## config.mk

```make
export PLATFORM = sky130hd
export DESIGN_NAME = gpib_status_poll
export DESIGN_NICKNAME = d
export VERILOG_FILES = /design/src/design/status_poll_pkg.sv /design/src/design/gpib_status_poll.sv /design/src/design/poll_responder.sv
export VERILOG_INCLUDE_DIRS = /design/src /design/src/design
export SDC_FILE = /design/constraint.sdc
export NUM_CORES = 1
export LEC_CHECK = 0
export BUFFER_PORTS_ARGS = -buffer_cell sky130_fd_sc_hd__buf_2
export CORE_MARGIN = 8
export CORE_UTILIZATION = 50
export CTS_CLUSTER_DIAMETER = 80
export DETAILED_ROUTE_END_ITERATION = 8
export GPL_TIMING_DRIVEN = 0
export PLACE_DENSITY_LB_ADDON = 0.15
export SYNTH_ARGS = -nofsm -noshare
export SYNTH_HDL_FRONTEND = slang
export SYNTH_SLANG_ARGS = --single-unit
```

## constraint.sdc

```tcl
create_clock -name sys_clk -period 3.1 [get_ports sys_clk]
set_input_delay 0.62 -clock sys_clk [delete_from_list [all_inputs] [get_ports sys_clk]]
set_output_delay 0.62 -clock sys_clk [all_outputs]
set_load 0.1 [all_outputs]
```

## src/design/status_poll_defs.svh

```systemverilog
// Purpose: Constants for the instrument status and bus-command logic.
// Assumes: 40 MHz sys_clk.
// Notes:   Command codes are internal encodings on the command port.
`ifndef STATUS_POLL_DEFS_SVH
`define STATUS_POLL_DEFS_SVH

`define MSS_BIT          6
`define SRE_RD_MASK      8'hbf
`define PP_ENABLE_TAG    4'h6
`define PP_DISABLE_TAG   4'h7
`define ERR_TRIG_IGNORED 16'hff2d
`define TST_PASS_CODE    8'h30
`define TST_FAIL_CODE    8'h31
`define TST_TIME_S       60
`define TST_TIME_USB_S   120
`define CLK_HZ           40000000
`define DEPDEV_BIT       1
`define ERRQ_BIT         2
`define QUES_BIT         3
`define MAV_BIT          4
`define ESB_BIT          5
`define OPER_BIT         7
`define NUM_CHAN         2

`endif

```

## src/design/status_poll_pkg.sv

```systemverilog
// Purpose: Types for the instrument status and bus-command logic.
// Assumes: Constants come from status_poll_defs.svh.
// Notes:   Command codes are this block's own encoding.
package status_poll_pkg;

    typedef enum logic [3:0] {
        CMD_NONE,
        CMD_SRE_WR,
        CMD_SRE_RD,
        CMD_STB_RD,
        CMD_TRG,
        CMD_GET,
        CMD_TST,
        CMD_WAI,
        CMD_DCL,
        CMD_SDC,
        CMD_GTL,
        CMD_LLO,
        CMD_PPC,
        CMD_PPU,
        CMD_SPE,
        CMD_SPD
    } cmd_t;

    typedef enum logic [1:0] {
        ST_IDLE,
        ST_WAIT,
        ST_TEST
    } exec_t;

endpackage : status_poll_pkg

```

## src/design/gpib_status_poll.sv

```systemverilog
// Purpose: Status byte, service request summary and bus-command handling.
// Assumes: Commands arrive as one-cycle strobes from a decoder on sys_clk.
// Notes:   Status conditions are level inputs from the same clock domain.
`timescale 1ns/1ps
`include "status_poll_defs.svh"

// Functional notes
// - Enable mask reads bit 6 as zero
// - Status read substitutes summary in bit 6
// - Summary is OR of masked status bits
// - Bits 1-3: device, error queue, questionable
// - Bits 4,5,7: message, event, operation
// - Triggers fire all waiting channels
// - Non-bus trigger source: ignore, queue -211
// - No channel waiting: ignore, queue -211
// - Self test runs, then queues pass/fail
// - Wait holds commands until done or clear
// - Clear aborts waits, resets parser, flushes output
// - Selected clear only when listen-addressed
// - Go-to-local: local, panel on, free run
// - Lockout disables local key until controller
// - Configure while listening arms enable byte
// - Enable byte picks line and sense
// - Configure plus disable byte stops responses
// - Unconfigure stops all parallel poll responses
// - Serial poll sends one status byte
// - Serial poll disable restores normal data
// - Mask bit set enables matching status bit
module gpib_status_poll #(
    // 64-bit product: the long test count does not fit in 32 bits
    parameter longint unsigned TST_CYCLES     = 64'(`TST_TIME_S) * 64'(`CLK_HZ),
    parameter longint unsigned TST_USB_CYCLES = 64'(`TST_TIME_USB_S) * 64'(`CLK_HZ)
) (
    // Clock and reset
    input  wire logic                  sys_clk,
    input  wire logic                  resetn,
    // Command port
    input  wire status_poll_pkg::cmd_t cmd,
    input  wire logic            [7:0] cmdData,
    input  wire logic                  listenAddr,
    input  wire logic                  talkAddr,
    input  wire logic                  secValid,
    input  wire logic            [7:0] secByte,
    // Status conditions
    input  wire logic                  devDepCond,
    input  wire logic                  errQueueNotEmpty,
    input  wire logic                  quesSummary,
    input  wire logic                  msgAvailable,
    input  wire logic                  eventSummary,
    input  wire logic                  operSummary,
    // Measurement side
    input  wire logic                  trigSourceBus,
    input  wire logic  [`NUM_CHAN-1:0] chanWaiting,
    input  wire logic                  opsPending,
    input  wire logic                  usbOption,
    input  wire logic                  testFail,
    input  wire logic                  talkReq,
    input  wire logic            [7:0] devData,
    // Results
    output logic                       replyValid,
    output logic                 [7:0] replyData,
    output logic                       talkValid,
    output logic                 [7:0] talkData,
    output logic       [`NUM_CHAN-1:0] chanTrigger,
    output logic                       errPush,
    output logic                [15:0] errCode,
    output logic                       cmdHold,
    output logic                       parserReset,
    output logic                       outFlush,
    output logic                       abortOps,
    output logic                       remoteMode,
    output logic                       localKeyLocked,
    output logic                       freeRun,
    output logic                       srqPending,
    // Parallel poll
    input  wire logic                  pollActive,
    output logic                 [7:0] ppData,
    output logic                 [7:0] ppOen
);
    import status_poll_pkg::*;

    typedef struct packed {
        logic [7:0]           service_request_enable;
        exec_t                exec;
        logic [32:0]          cnt;
        logic                 replyValid;
        logic [7:0]           replyData;
        logic                 talkValid;
        logic [7:0]           talkData;
        logic                 serialPoll;
        logic                 spSent;
        logic [`NUM_CHAN-1:0] chanTrigger;
        logic                 errPush;
        logic [15:0]          errCode;
        logic                 parserReset;
        logic                 outFlush;
        logic                 abortOps;
        logic                 remote;
        logic                 locked;
        logic                 freeRun;
        logic                 mss;
        logic                 hold;
    } state_t;

    state_t cur_ff;
    state_t nxt_cur;
    logic [7:0] stb;
    logic       mss;
    logic       clearHit;

    always_comb begin
        stb = 8'h00;
        stb[`DEPDEV_BIT] = devDepCond;
        stb[`ERRQ_BIT] = errQueueNotEmpty;
        stb[`QUES_BIT] = quesSummary;
        stb[`MAV_BIT] = msgAvailable;
        stb[`ESB_BIT] = eventSummary;
        stb[`OPER_BIT] = operSummary;
        mss = |(stb & cur_ff.service_request_enable & `SRE_RD_MASK);
        stb[`MSS_BIT] = mss;
    end

    assign clearHit = (cmd == CMD_DCL) || (cmd == CMD_SDC && listenAddr);

    always_comb begin
        nxt_cur = cur_ff;
        nxt_cur.replyValid = 1'b0;
        nxt_cur.talkValid = 1'b0;
        nxt_cur.chanTrigger = '0;
        nxt_cur.errPush = 1'b0;
        nxt_cur.parserReset = 1'b0;
        nxt_cur.outFlush = 1'b0;
        nxt_cur.abortOps = 1'b0;
        nxt_cur.mss = mss;
        if (cur_ff.cnt != 33'h0) begin
            nxt_cur.cnt = cur_ff.cnt - 33'h1;
        end
        if (clearHit) begin
            nxt_cur.abortOps = 1'b1;
            nxt_cur.parserReset = 1'b1;
            nxt_cur.outFlush = 1'b1;
            if (cur_ff.exec == ST_WAIT) begin
                nxt_cur.exec = ST_IDLE;
            end
        end else begin
            unique case (cur_ff.exec)
                ST_WAIT: begin
                    if (!opsPending) begin
                        nxt_cur.exec = ST_IDLE;
                    end
                end
                ST_TEST: begin
                    if (cur_ff.cnt == 33'h0) begin
                        nxt_cur.exec = ST_IDLE;
                        nxt_cur.replyValid = 1'b1;
                        nxt_cur.replyData = testFail ? `TST_FAIL_CODE : `TST_PASS_CODE;
                    end
                end
                ST_IDLE: begin
                    unique case (cmd)
                        CMD_SRE_WR: nxt_cur.service_request_enable = cmdData & `SRE_RD_MASK;
                        CMD_SRE_RD: begin
                            nxt_cur.replyValid = 1'b1;
                            nxt_cur.replyData = cur_ff.service_request_enable & `SRE_RD_MASK;
                        end
                        CMD_STB_RD: begin
                            nxt_cur.replyValid = 1'b1;
                            nxt_cur.replyData = stb;
                        end
                        CMD_TST: begin
                            nxt_cur.exec = ST_TEST;
                            nxt_cur.cnt = usbOption ? 33'(TST_USB_CYCLES)
                                                    : 33'(TST_CYCLES);
                        end
                        CMD_WAI: begin
                            if (opsPending) begin
                                nxt_cur.exec = ST_WAIT;
                            end
                        end
                        default: begin
                        end
                    endcase
                end
            endcase
        end
        // Bus-level messages act regardless of the command hold
        unique case (cmd)
            CMD_TRG, CMD_GET: begin
                if (!trigSourceBus || chanWaiting == '0) begin
                    nxt_cur.errPush = 1'b1;
                    nxt_cur.errCode = `ERR_TRIG_IGNORED;
                end else begin
                    nxt_cur.chanTrigger = chanWaiting;
                end
            end
            CMD_GTL: begin
                nxt_cur.remote = 1'b0;
                nxt_cur.locked = 1'b0;
                nxt_cur.freeRun = 1'b1;
            end
            CMD_LLO: nxt_cur.locked = 1'b1;
            CMD_SPE: begin
                nxt_cur.serialPoll = 1'b1;
                nxt_cur.spSent = 1'b0;
            end
            CMD_SPD: nxt_cur.serialPoll = 1'b0;
            default: begin
            end
        endcase
        if (cmd != CMD_NONE && cmd != CMD_GTL) begin
            nxt_cur.remote = 1'b1;
            nxt_cur.freeRun = 1'b0;
        end
        if (talkReq && talkAddr) begin
            if (cur_ff.serialPoll) begin
                if (!cur_ff.spSent) begin
                    nxt_cur.talkValid = 1'b1;
                    nxt_cur.talkData = stb;
                    nxt_cur.spSent = 1'b1;
                end
            end else begin
                nxt_cur.talkValid = 1'b1;
                nxt_cur.talkData = devData;
            end
        end
        nxt_cur.hold = (nxt_cur.exec != ST_IDLE);
    end

    always_ff @(posedge sys_clk) begin
        if (!resetn) begin
            cur_ff <= '{service_request_enable: 8'h00, exec: ST_IDLE, cnt: 33'h0, replyValid: 1'b0,
                        replyData: 8'h00, talkValid: 1'b0, talkData: 8'h00,
                        serialPoll: 1'b0, spSent: 1'b0, chanTrigger: '0,
                        errPush: 1'b0, errCode: 16'h0, parserReset: 1'b0,
                        outFlush: 1'b0, abortOps: 1'b0, remote: 1'b0,
                        locked: 1'b0, freeRun: 1'b1, mss: 1'b0, hold: 1'b0};
        end else begin
            cur_ff <= nxt_cur;
        end
    end

    poll_responder u_poll (
        .sys_clk    (sys_clk),
        .resetn     (resetn),
        .ppcCmd     (cmd == CMD_PPC),
        .ppuCmd     (cmd == CMD_PPU),
        .listenAddr (listenAddr),
        .secValid   (secValid),
        .secByte    (secByte),
        .pollActive (pollActive),
        .rsv        (mss),
        .ppData     (ppData),
        .ppOen      (ppOen)
    );

    assign replyValid = cur_ff.replyValid;
    assign replyData = cur_ff.replyData;
    assign talkValid = cur_ff.talkValid;
    assign talkData = cur_ff.talkData;
    assign chanTrigger = cur_ff.chanTrigger;
    assign errPush = cur_ff.errPush;
    assign errCode = cur_ff.errCode;
    assign cmdHold = cur_ff.hold;
    assign parserReset = cur_ff.parserReset;
    assign outFlush = cur_ff.outFlush;
    assign abortOps = cur_ff.abortOps;
    assign remoteMode = cur_ff.remote;
    assign localKeyLocked = cur_ff.locked;
    assign freeRun = cur_ff.freeRun;
    assign srqPending = cur_ff.mss;

endmodule : gpib_status_poll

```

## src/design/poll_responder.sv

```systemverilog
// Purpose: Parallel poll configuration and line drive.
// Assumes: Secondary byte arrives as one strobe after the configure command.
// Notes:   Open-drain style data line, low-true enable.
`timescale 1ns/1ps
`include "status_poll_defs.svh"

module poll_responder (
    // Clock and reset
    input  wire logic       sys_clk,
    input  wire logic       resetn,
    // Commands
    input  wire logic       ppcCmd,
    input  wire logic       ppuCmd,
    input  wire logic       listenAddr,
    input  wire logic       secValid,
    input  wire logic [7:0] secByte,
    // Poll
    input  wire logic       pollActive,
    input  wire logic       rsv,
    output logic      [7:0] ppData,
    output logic      [7:0] ppOen
);
    typedef struct packed {
        logic       armed;
        logic       enabled;
        logic       sense;
        logic [2:0] line;
        logic [7:0] data;
        logic [7:0] oen;
    } pp_state_t;

    pp_state_t cur_ff;
    pp_state_t nxt_cur;

    always_comb begin
        nxt_cur = cur_ff;
        nxt_cur.data = 8'h00;
        nxt_cur.oen = 8'hff;
        if (secValid && cur_ff.armed) begin
            nxt_cur.armed = 1'b0;
            if (secByte[7:4] == `PP_ENABLE_TAG) begin
                nxt_cur.enabled = 1'b1;
                nxt_cur.sense = secByte[3];
                nxt_cur.line = secByte[2:0];
            end else if (secByte[7:4] == `PP_DISABLE_TAG && secByte[3:0] == 4'h0) begin
                nxt_cur.enabled = 1'b0;
            end
        end
        // A new configure in the cycle a byte is taken re-arms
        if (ppcCmd && listenAddr) begin
            nxt_cur.armed = 1'b1;
        end
        if (ppuCmd) begin
            nxt_cur.enabled = 1'b0;
            nxt_cur.armed = 1'b0;
        end
        // Sense 1 drives line set when service wanted; sense 0 when not
        if (pollActive && cur_ff.enabled && (cur_ff.sense == rsv)) begin
            nxt_cur.data[cur_ff.line] = 1'b1;
            nxt_cur.oen[cur_ff.line] = 1'b0;
        end
    end

    always_ff @(posedge sys_clk) begin
        if (!resetn) begin
            cur_ff <= '{armed: 1'b0, enabled: 1'b0, sense: 1'b0, line: 3'h0,
                        data: 8'h00, oen: 8'hff};
        end else begin
            cur_ff <= nxt_cur;
        end
    end

    assign ppData = cur_ff.data;
    assign ppOen = cur_ff.oen;

endmodule : poll_responder

```

==> results of run 1 <==
[synthesized netlist by cell type, types with 4 or more instances]
master and count:
nand2_1 27, nand3_1 13, nor4_1 5, nor3b_1 4
or2_2 5, inv_1 8, o31ai_1 20, or4_1 23
nor2_1 38, nor2b_1 14, o21ai_0 28, o22ai_1 6
and3_1 5, a21oi_1 28, and2_1 9, a31oi_1 13
buf_2 4, nand2b_1 9, clkbuf_1 19, dfxtp_1 94
nor3_1 16, buf_4 55, or3_1 20, mux2i_1 16
[logic make-up (layout without fill, tap and decap cells)]
kind of cell / after synthesis / after routing / share of synthesized area [%]
muxes: 19 / 19 / 4.311
and+or+nand+nor: 199 / 199 / 24.51
adders and majority gates: 1 / 1 / 0.2781
other: 1 / 4 / 0.08337
xor gates and xnor gates: 3 / 3 / 0.5843
DFF: 94 / 94 / 41.84
buffers and inverters: 88 / 205 / 12.04
AOI/OAI and AO/OA: 116 / 116 / 16.36
[stage by stage]
stage / utilization [%] / instance area (sq um) / setup WS (ns)
2_1_floorplan: - / 4509 / 0.6718
3_3_place_gp: 59.05 / 5150 / 0.4116
3_5_place_dp: 59.05 / 5150 / 0.3890
4_1_cts: 61.21 / 5338 / 0.3625
5_1_grt: 61.21 / 5338 / 0.2080
6_report: 61.21 / 5338 / 0.3658
[registers in the layout, summed over array words and instances, names as in the netlist, 2 cells and up]
| register | flops |
|---|---|
| u_poll.cur_ff | 6 |
| cur_ff | 44 |
| u_poll.ppOen | 8 |
| u_poll.ppData | 8 |
| chanTrigger | 2 |
| replyData | 8 |
| talkData | 8 |
[final timing paths]
path	endpoint	slack (ns)	cells past startpoint
setup reg to reg	cur_ff[78]$_SDFF_PN0_	0.37	8
hold reg to reg	replyData[6]$_SDFFE_PN0P_	0.47	2
hold / removal	replyData[6]$_SDFFE_PN0P_	0.47	2
setup / recovery	cur_ff[78]$_SDFF_PN0_	0.37	8
[metal layers]
metal	vias up	share of wire, %
li1	2058	-
met4	0	1.1
met5	-	0
met1	1881	46
met3	11	5.9
met2	129	47
[cell type report]
class / count / area, sq um / share of cell area (%)
multi-input cells: 342 / 2086 / 39.08
flip-flops and latches: 94 / 1882 / 35.26
plain buffers: 80 / 511.7 / 9.587
repair buffers: 101 / 505.5 / 9.470
well taps: 108 / 135.1 / 2.532
clock buffers: 9 / 123.9 / 2.321
clock inverters: 7 / 63.81 / 1.195
inverters: 8 / 30.03 / 0.5626
[tightest hold or removal path, stage by stage, from the launching register on]
cell     delay, ns
dfxtp_1       0.32
nand2_1       0.05
o21ai_0       0.06
[power groups by stage]
| stage | Sequential (mW) | Clock, mW | Combinational (mW) |
|---|---|---|---|
| floorplan | 1.63 | 0 | 1.52 |
| global placement | 1.63 | 0 | 1.89 |
| detailed placement | 1.64 | 0 | 1.95 |
| CTS | 1.62 | 0.807 | 1.96 |
| global route | 1.66 | 0.862 | 2.18 |
| finish | 1.63 | 0.783 | 1.98 |
==> run summary, run 1 <==
outcome -> finished clean
Slowest-stage cell, CP -> or4_4
buffer levels on the longest clock path -> 2
post-synthesis area per instance -> 8.634 sq um
total grt overflow -> 0
startpoint of the worst-slack reg-to-reg timing path -> cur_ff[70]$_SDFF_PN0_
post-layout power -> 4.393 mW
total track usage -> 18.09%
total number of vias -> 4079
cell leakage power -> 2.389 nW
total number of nets in the final design -> 684
Hold/Removal Path Class -> reg -> reg
flip-flop and latch count after synthesis -> 94
Die ar. -> 0.01229 sq mm
Antenna Diode Count -> 0
slew at the pin closest to its max-slew limit -> 0.8114 ns
final critical path time including I/O delays and setup -> 2.734 ns
share of the clock period used by the worst path -> 88.20%
per-cell routed wire length -> 15.54 um
P&R area growth vs syn -> 18.66%
maximum vdd ir drop -> 0.0005307 V
quantity of gates resized following cts -> 0
post-synthesis instance total -> 521
clock group share of total power -> 17.8%
number of cell rows -> 34
y dimension of the die -> 110.8 um
slowest cell delay on critical path -> 0.55 ns
Initial DRC Count -> 162
CTS tree -> yes
global routing usage on met2 -> 29.29%
leading cell types by total area after synthesis -> dfxtp_1 (42%), buf_4 (9.2%), or4_1 (3.8%), mux2i_1 (3.6%), o31ai_1 (3.3%)
clock transition at the registers of the reported paths -> 0.10 ns
setup repair bufs after CTS -> 0
cell repeated most along the worst path -> buf_4
iteration count of the initial detailed-routing pass -> 4
setup violation total in the final timing report -> 0
placer's final routability congestion estimate -> 0.8465
CP Cell Sequence -> or4_4, or4_1, buf_2, nor3_2, buf_4, buf_4, o21ai_0, a31oi_1
part of the total power dissipated in combinational logic -> 45.1%
Top-Level Pins -> 108
number of max-slew violations in the final report -> 0
type of destination of the critical path -> register
type of the worst setup path -> reg -> reg
number of antenna violations at the first check in global routing -> 0
post-route DRC violation count -> 0
maximum clock rate -> 0.3657 GHz
commonest cells after routing, fill and taps aside -> buf_2 (105), dfxtp_1 (94), buf_4 (55)
post-detailed-route count of antenna-violating nets -> 0
# placed instances -> 733
critical path fanouts, max -> 10
dominant cell type by area after synthesis -> dfxtp_1
root cell of the clock tree -> clkbuf_8
number of vias per cell -> 5.446
switching power as a share of total power -> 43.62%
Seq pwr share -> 37.1%
register area share after synthesis -> 41.84%
vias in the first global route -> 3850
CP arrival -> 3.02 ns
number of synthesized flops with an enable pin -> 0
post-synthesis cell area -> 0.004498 sq mm
setup clock skew after layout -> 0.01294 ns
share of synthesized registers carrying an async set or reset -> 0%
Setup TNS Final -> 0 ns
clock sink count -> 94
Worst Hold Slack -> 0.4703 ns
met3 routing resource usage after global routing -> 4.329%
flip-flop cell with the highest count after synthesis -> dfxtp_1
most heavily used metal layer in global routing -> met2
port bufs -> 101
maximum number of pins on one net before global-route repair -> 19
Final Routed Wirelength -> 11.64 mm
total core area -> 0.008721 sq mm
number of buffers created by CTS -> 9
net switching power of the design -> 1.916 mW
Slew Limit Headroom -> 45.79%
most frequent standard cell in the layout excluding fill and tap cells -> buf_2
unrepaired setup endpoints after global routing -> false
count of final hold-check violations -> 0
Initial Util -> 51.58%
clock latency on the worst-skew pair -> 0.36 ns
HP Start -> replyData[6]$_SDFFE_PN0P_
Cell variety after synth -> 47
crit path launch -> cur_ff[70]$_SDFF_PN0_
die width -> 110.8 um
Max Cap Violations -> 0
internal power -> 2.477 mW
critical path buffer and inverter count -> 3
cell area power density -> 823.1 mW/mm^2
critical path data required time -> 3.39 ns
CTS hold repair buffers -> 0
met1 usage in global routing -> 23.06%
htree depth -> 3
Filler cells -> 790
kind of cell adding the most delay to the critical path -> simple AND/OR/NAND/NOR gates
area share of the largest cell type after synthesis -> 41.84%
startpoint type of the worst setup path -> register
wire length of the first global-routing pass -> 18.73 mm
DP Wirelength -> 8.756 mm
non-filler instance count after layout -> 749
layout cells sized above 1 -> 29.33%
Yosys warning count -> 0
(Power assumes the default switching activity.)
==> run 2: changes to the inputs <==
Settings changed: CORE_UTILIZATION 50 to 54.
==> run 2 against run 1 <==
Sequential cell count unchanged. Final area rose by 0.21%. Global-route usage is 1.3 points higher. Worst setup slack got worse by 0.029 ns. Non-clock buffer count is the same. Core utilization grew 4.6 points. Clock power rose by 8.6%. Register-to-register slack lost 0.03 ns. Via count grew 0.25%. Critical path depth did not move. Cell count decreased by 0.40%. Clock skew shrank 0.0062 ns. Largest cell class unchanged. Highest routed layer unchanged.
==> run summary, run 2 (same netlist as run 1, synthesis figures left out) <==
outcome -> finished clean
Die ar. -> 0.01151 sq mm
post-route DRC violation count -> 0
Max Cap Violations -> 0
Slew Limit Headroom -> 49.55%
met1 usage in global routing -> 24.70%
type of the worst setup path -> reg -> reg
area of the multi-input gates -> 0.002086 sq mm
total core area -> 0.008134 sq mm
number of cell rows -> 33
die width -> 107.3 um
flip-flop and latch area -> 0.001882 sq mm
total number of vias -> 4089
Slowest-stage cell, CP -> or4_4
setup repair bufs after CTS -> 0
final critical path time including I/O delays and setup -> 2.763 ns
post-detailed-route count of antenna-violating nets -> 0
number of flip-flops in the largest register -> 44
Initial DRC Count -> 219
most frequent standard cell in the layout excluding fill and tap cells -> buf_2
total number of nets in the final design -> 684
cell area power density -> 829.7 mW/mm^2
critical path data required time -> 3.38 ns
maximum number of pins on one net before global-route repair -> 18
critical path fanouts, max -> 10
critical path buffer and inverter count -> 3
setup violation total in the final timing report -> 0
unrepaired setup endpoints after global routing -> false
Initial Util -> 55.30%
share of the clock period used by the worst path -> 89.12%
number of buffers created by CTS -> 9
slew at the pin closest to its max-slew limit -> 0.7551 ns
root cell of the clock tree -> clkbuf_8
vias in the first global route -> 3801
y dimension of the die -> 107.3 um
DP Wirelength -> 8.554 mm
commonest cells after routing, fill and taps aside -> buf_2 (105), dfxtp_1 (94), buf_4 (55)
total track usage -> 19.43%
kind of cell adding the most delay to the critical path -> simple AND/OR/NAND/NOR gates
cell leakage power -> 2.403 nW
area of placed instances -> 0.005146 sq mm
CTS tree -> yes
Antenna Diode Count -> 0
met3 routing resource usage after global routing -> 3.593%
Worst Hold Slack -> 0.4586 ns
htree depth -> 3
slowest cell delay on critical path -> 0.55 ns
Hold/Removal Path Class -> reg -> reg
port bufs -> 101
setup clock skew after layout -> 0.006702 ns
clock transition at the registers of the reported paths -> 0.10 ns
non-filler instance count after layout -> 746
Top-Level Pins -> 108
wire length of the first global-routing pass -> 18.33 mm
Setup TNS Final -> 0 ns
clock latency on the worst-skew pair -> 0.36 ns
iteration count of the initial detailed-routing pass -> 5
quantity of gates resized following cts -> 0
total grt overflow -> 0
placer's final routability congestion estimate -> 0.8762
maximum clock rate -> 0.3620 GHz
Final Routed Wirelength -> 11.32 mm
layout cells sized above 1 -> 29.33%
CP Cell Sequence -> or4_4, or4_1, buf_2, nor3_2, buf_4, buf_4, o21ai_0, a31oi_1
post-layout power -> 4.438 mW
number of max-slew violations in the final report -> 0
global routing usage on met2 -> 32.22%
number of antenna violations at the first check in global routing -> 0
startpoint type of the worst setup path -> register
number of vias per cell -> 5.481
CTS hold repair buffers -> 0
fin area -> 0.005349 sq mm
CP arrival -> 3.04 ns
count of final hold-check violations -> 0
type of destination of the critical path -> register
cell repeated most along the worst path -> buf_4
Filler cells -> 713
most heavily used metal layer in global routing -> met2
per-cell routed wire length -> 15.17 um
# placed instances -> 730
maximum vdd ir drop -> 0.0005200 V
clock sink count -> 94
P&R area growth vs syn -> 18.92%
register containing the most flip-flops in the final layout -> cur_ff
buffer levels on the longest clock path -> 2
-- run 2: cell count changes in the layout (fill, tap and decap cells not counted), sizes merged --
| cell | before | now |
|---|---|---|
| clkinvlp | 2 | 0 |
| bufinv | 0 | 1 |
| clkinv | 1 | 2 |
-- run 2: cell type report --
type / count / area share [%]
sequential: 94 / 35.18
multi-input combinational: 342 / 38.99
buffer: 80 / 9.567
inverter: 8 / 0.5614
timing repair buffer: 101 / 9.450
tap: 105 / 2.456
clock inverter: 7 / 1.474
clock buffer: 9 / 2.316
-- run 2: routing by layer --
layer | share of wire [%] | vias to the layer above | wire length [um]
li1 | - | 2069 | -
met1 | 45 | 1862 | 5056
met2 | 47 | 144 | 5277
met3 | 7.3 | 14 | 828
met4 | 1.4 | 0 | 155
met5 | 0 | - | 0
-- run 2: where the power goes --
part,switching (mW),internal [mW]
registers,0.205,1.42
clock network,0.465,0.385
logic,1.22,0.748
-- run 2: metrics by stage --
stage / setup WS [ns] / util [%]
after global routing: 0.1767 / 65.76
after CTS: 0.3063 / 65.76
final: 0.3372 / 65.76
after detailed placement: 0.3397 / 63.27
after floorplan: 0.6718 / -
after global placement: 0.3765 / 63.27
-- run 2: tightest hold or removal path, cell delays in order, from the launching register on --
cell	delay, ns
dfxtp_1	0.32
nand2_1	0.05
o21ai_0	0.05
-- run 2: final timing paths --
| check | start | end | depth (start not counted) | slack, ns |
|---|---|---|---|---|
| setup / recovery | cur_ff[70]$_SDFF_PN0_ | cur_ff[64]$_SDFF_PN0_ | 8 | 0.34 |
| hold / removal | replyData[6]$_SDFFE_PN0P_ | replyData[6]$_SDFFE_PN0P_ | 2 | 0.46 |
| setup reg to reg | cur_ff[70]$_SDFF_PN0_ | cur_ff[64]$_SDFF_PN0_ | 8 | 0.34 |
| hold reg to reg | replyData[6]$_SDFFE_PN0P_ | replyData[6]$_SDFFE_PN0P_ | 2 | 0.46 |
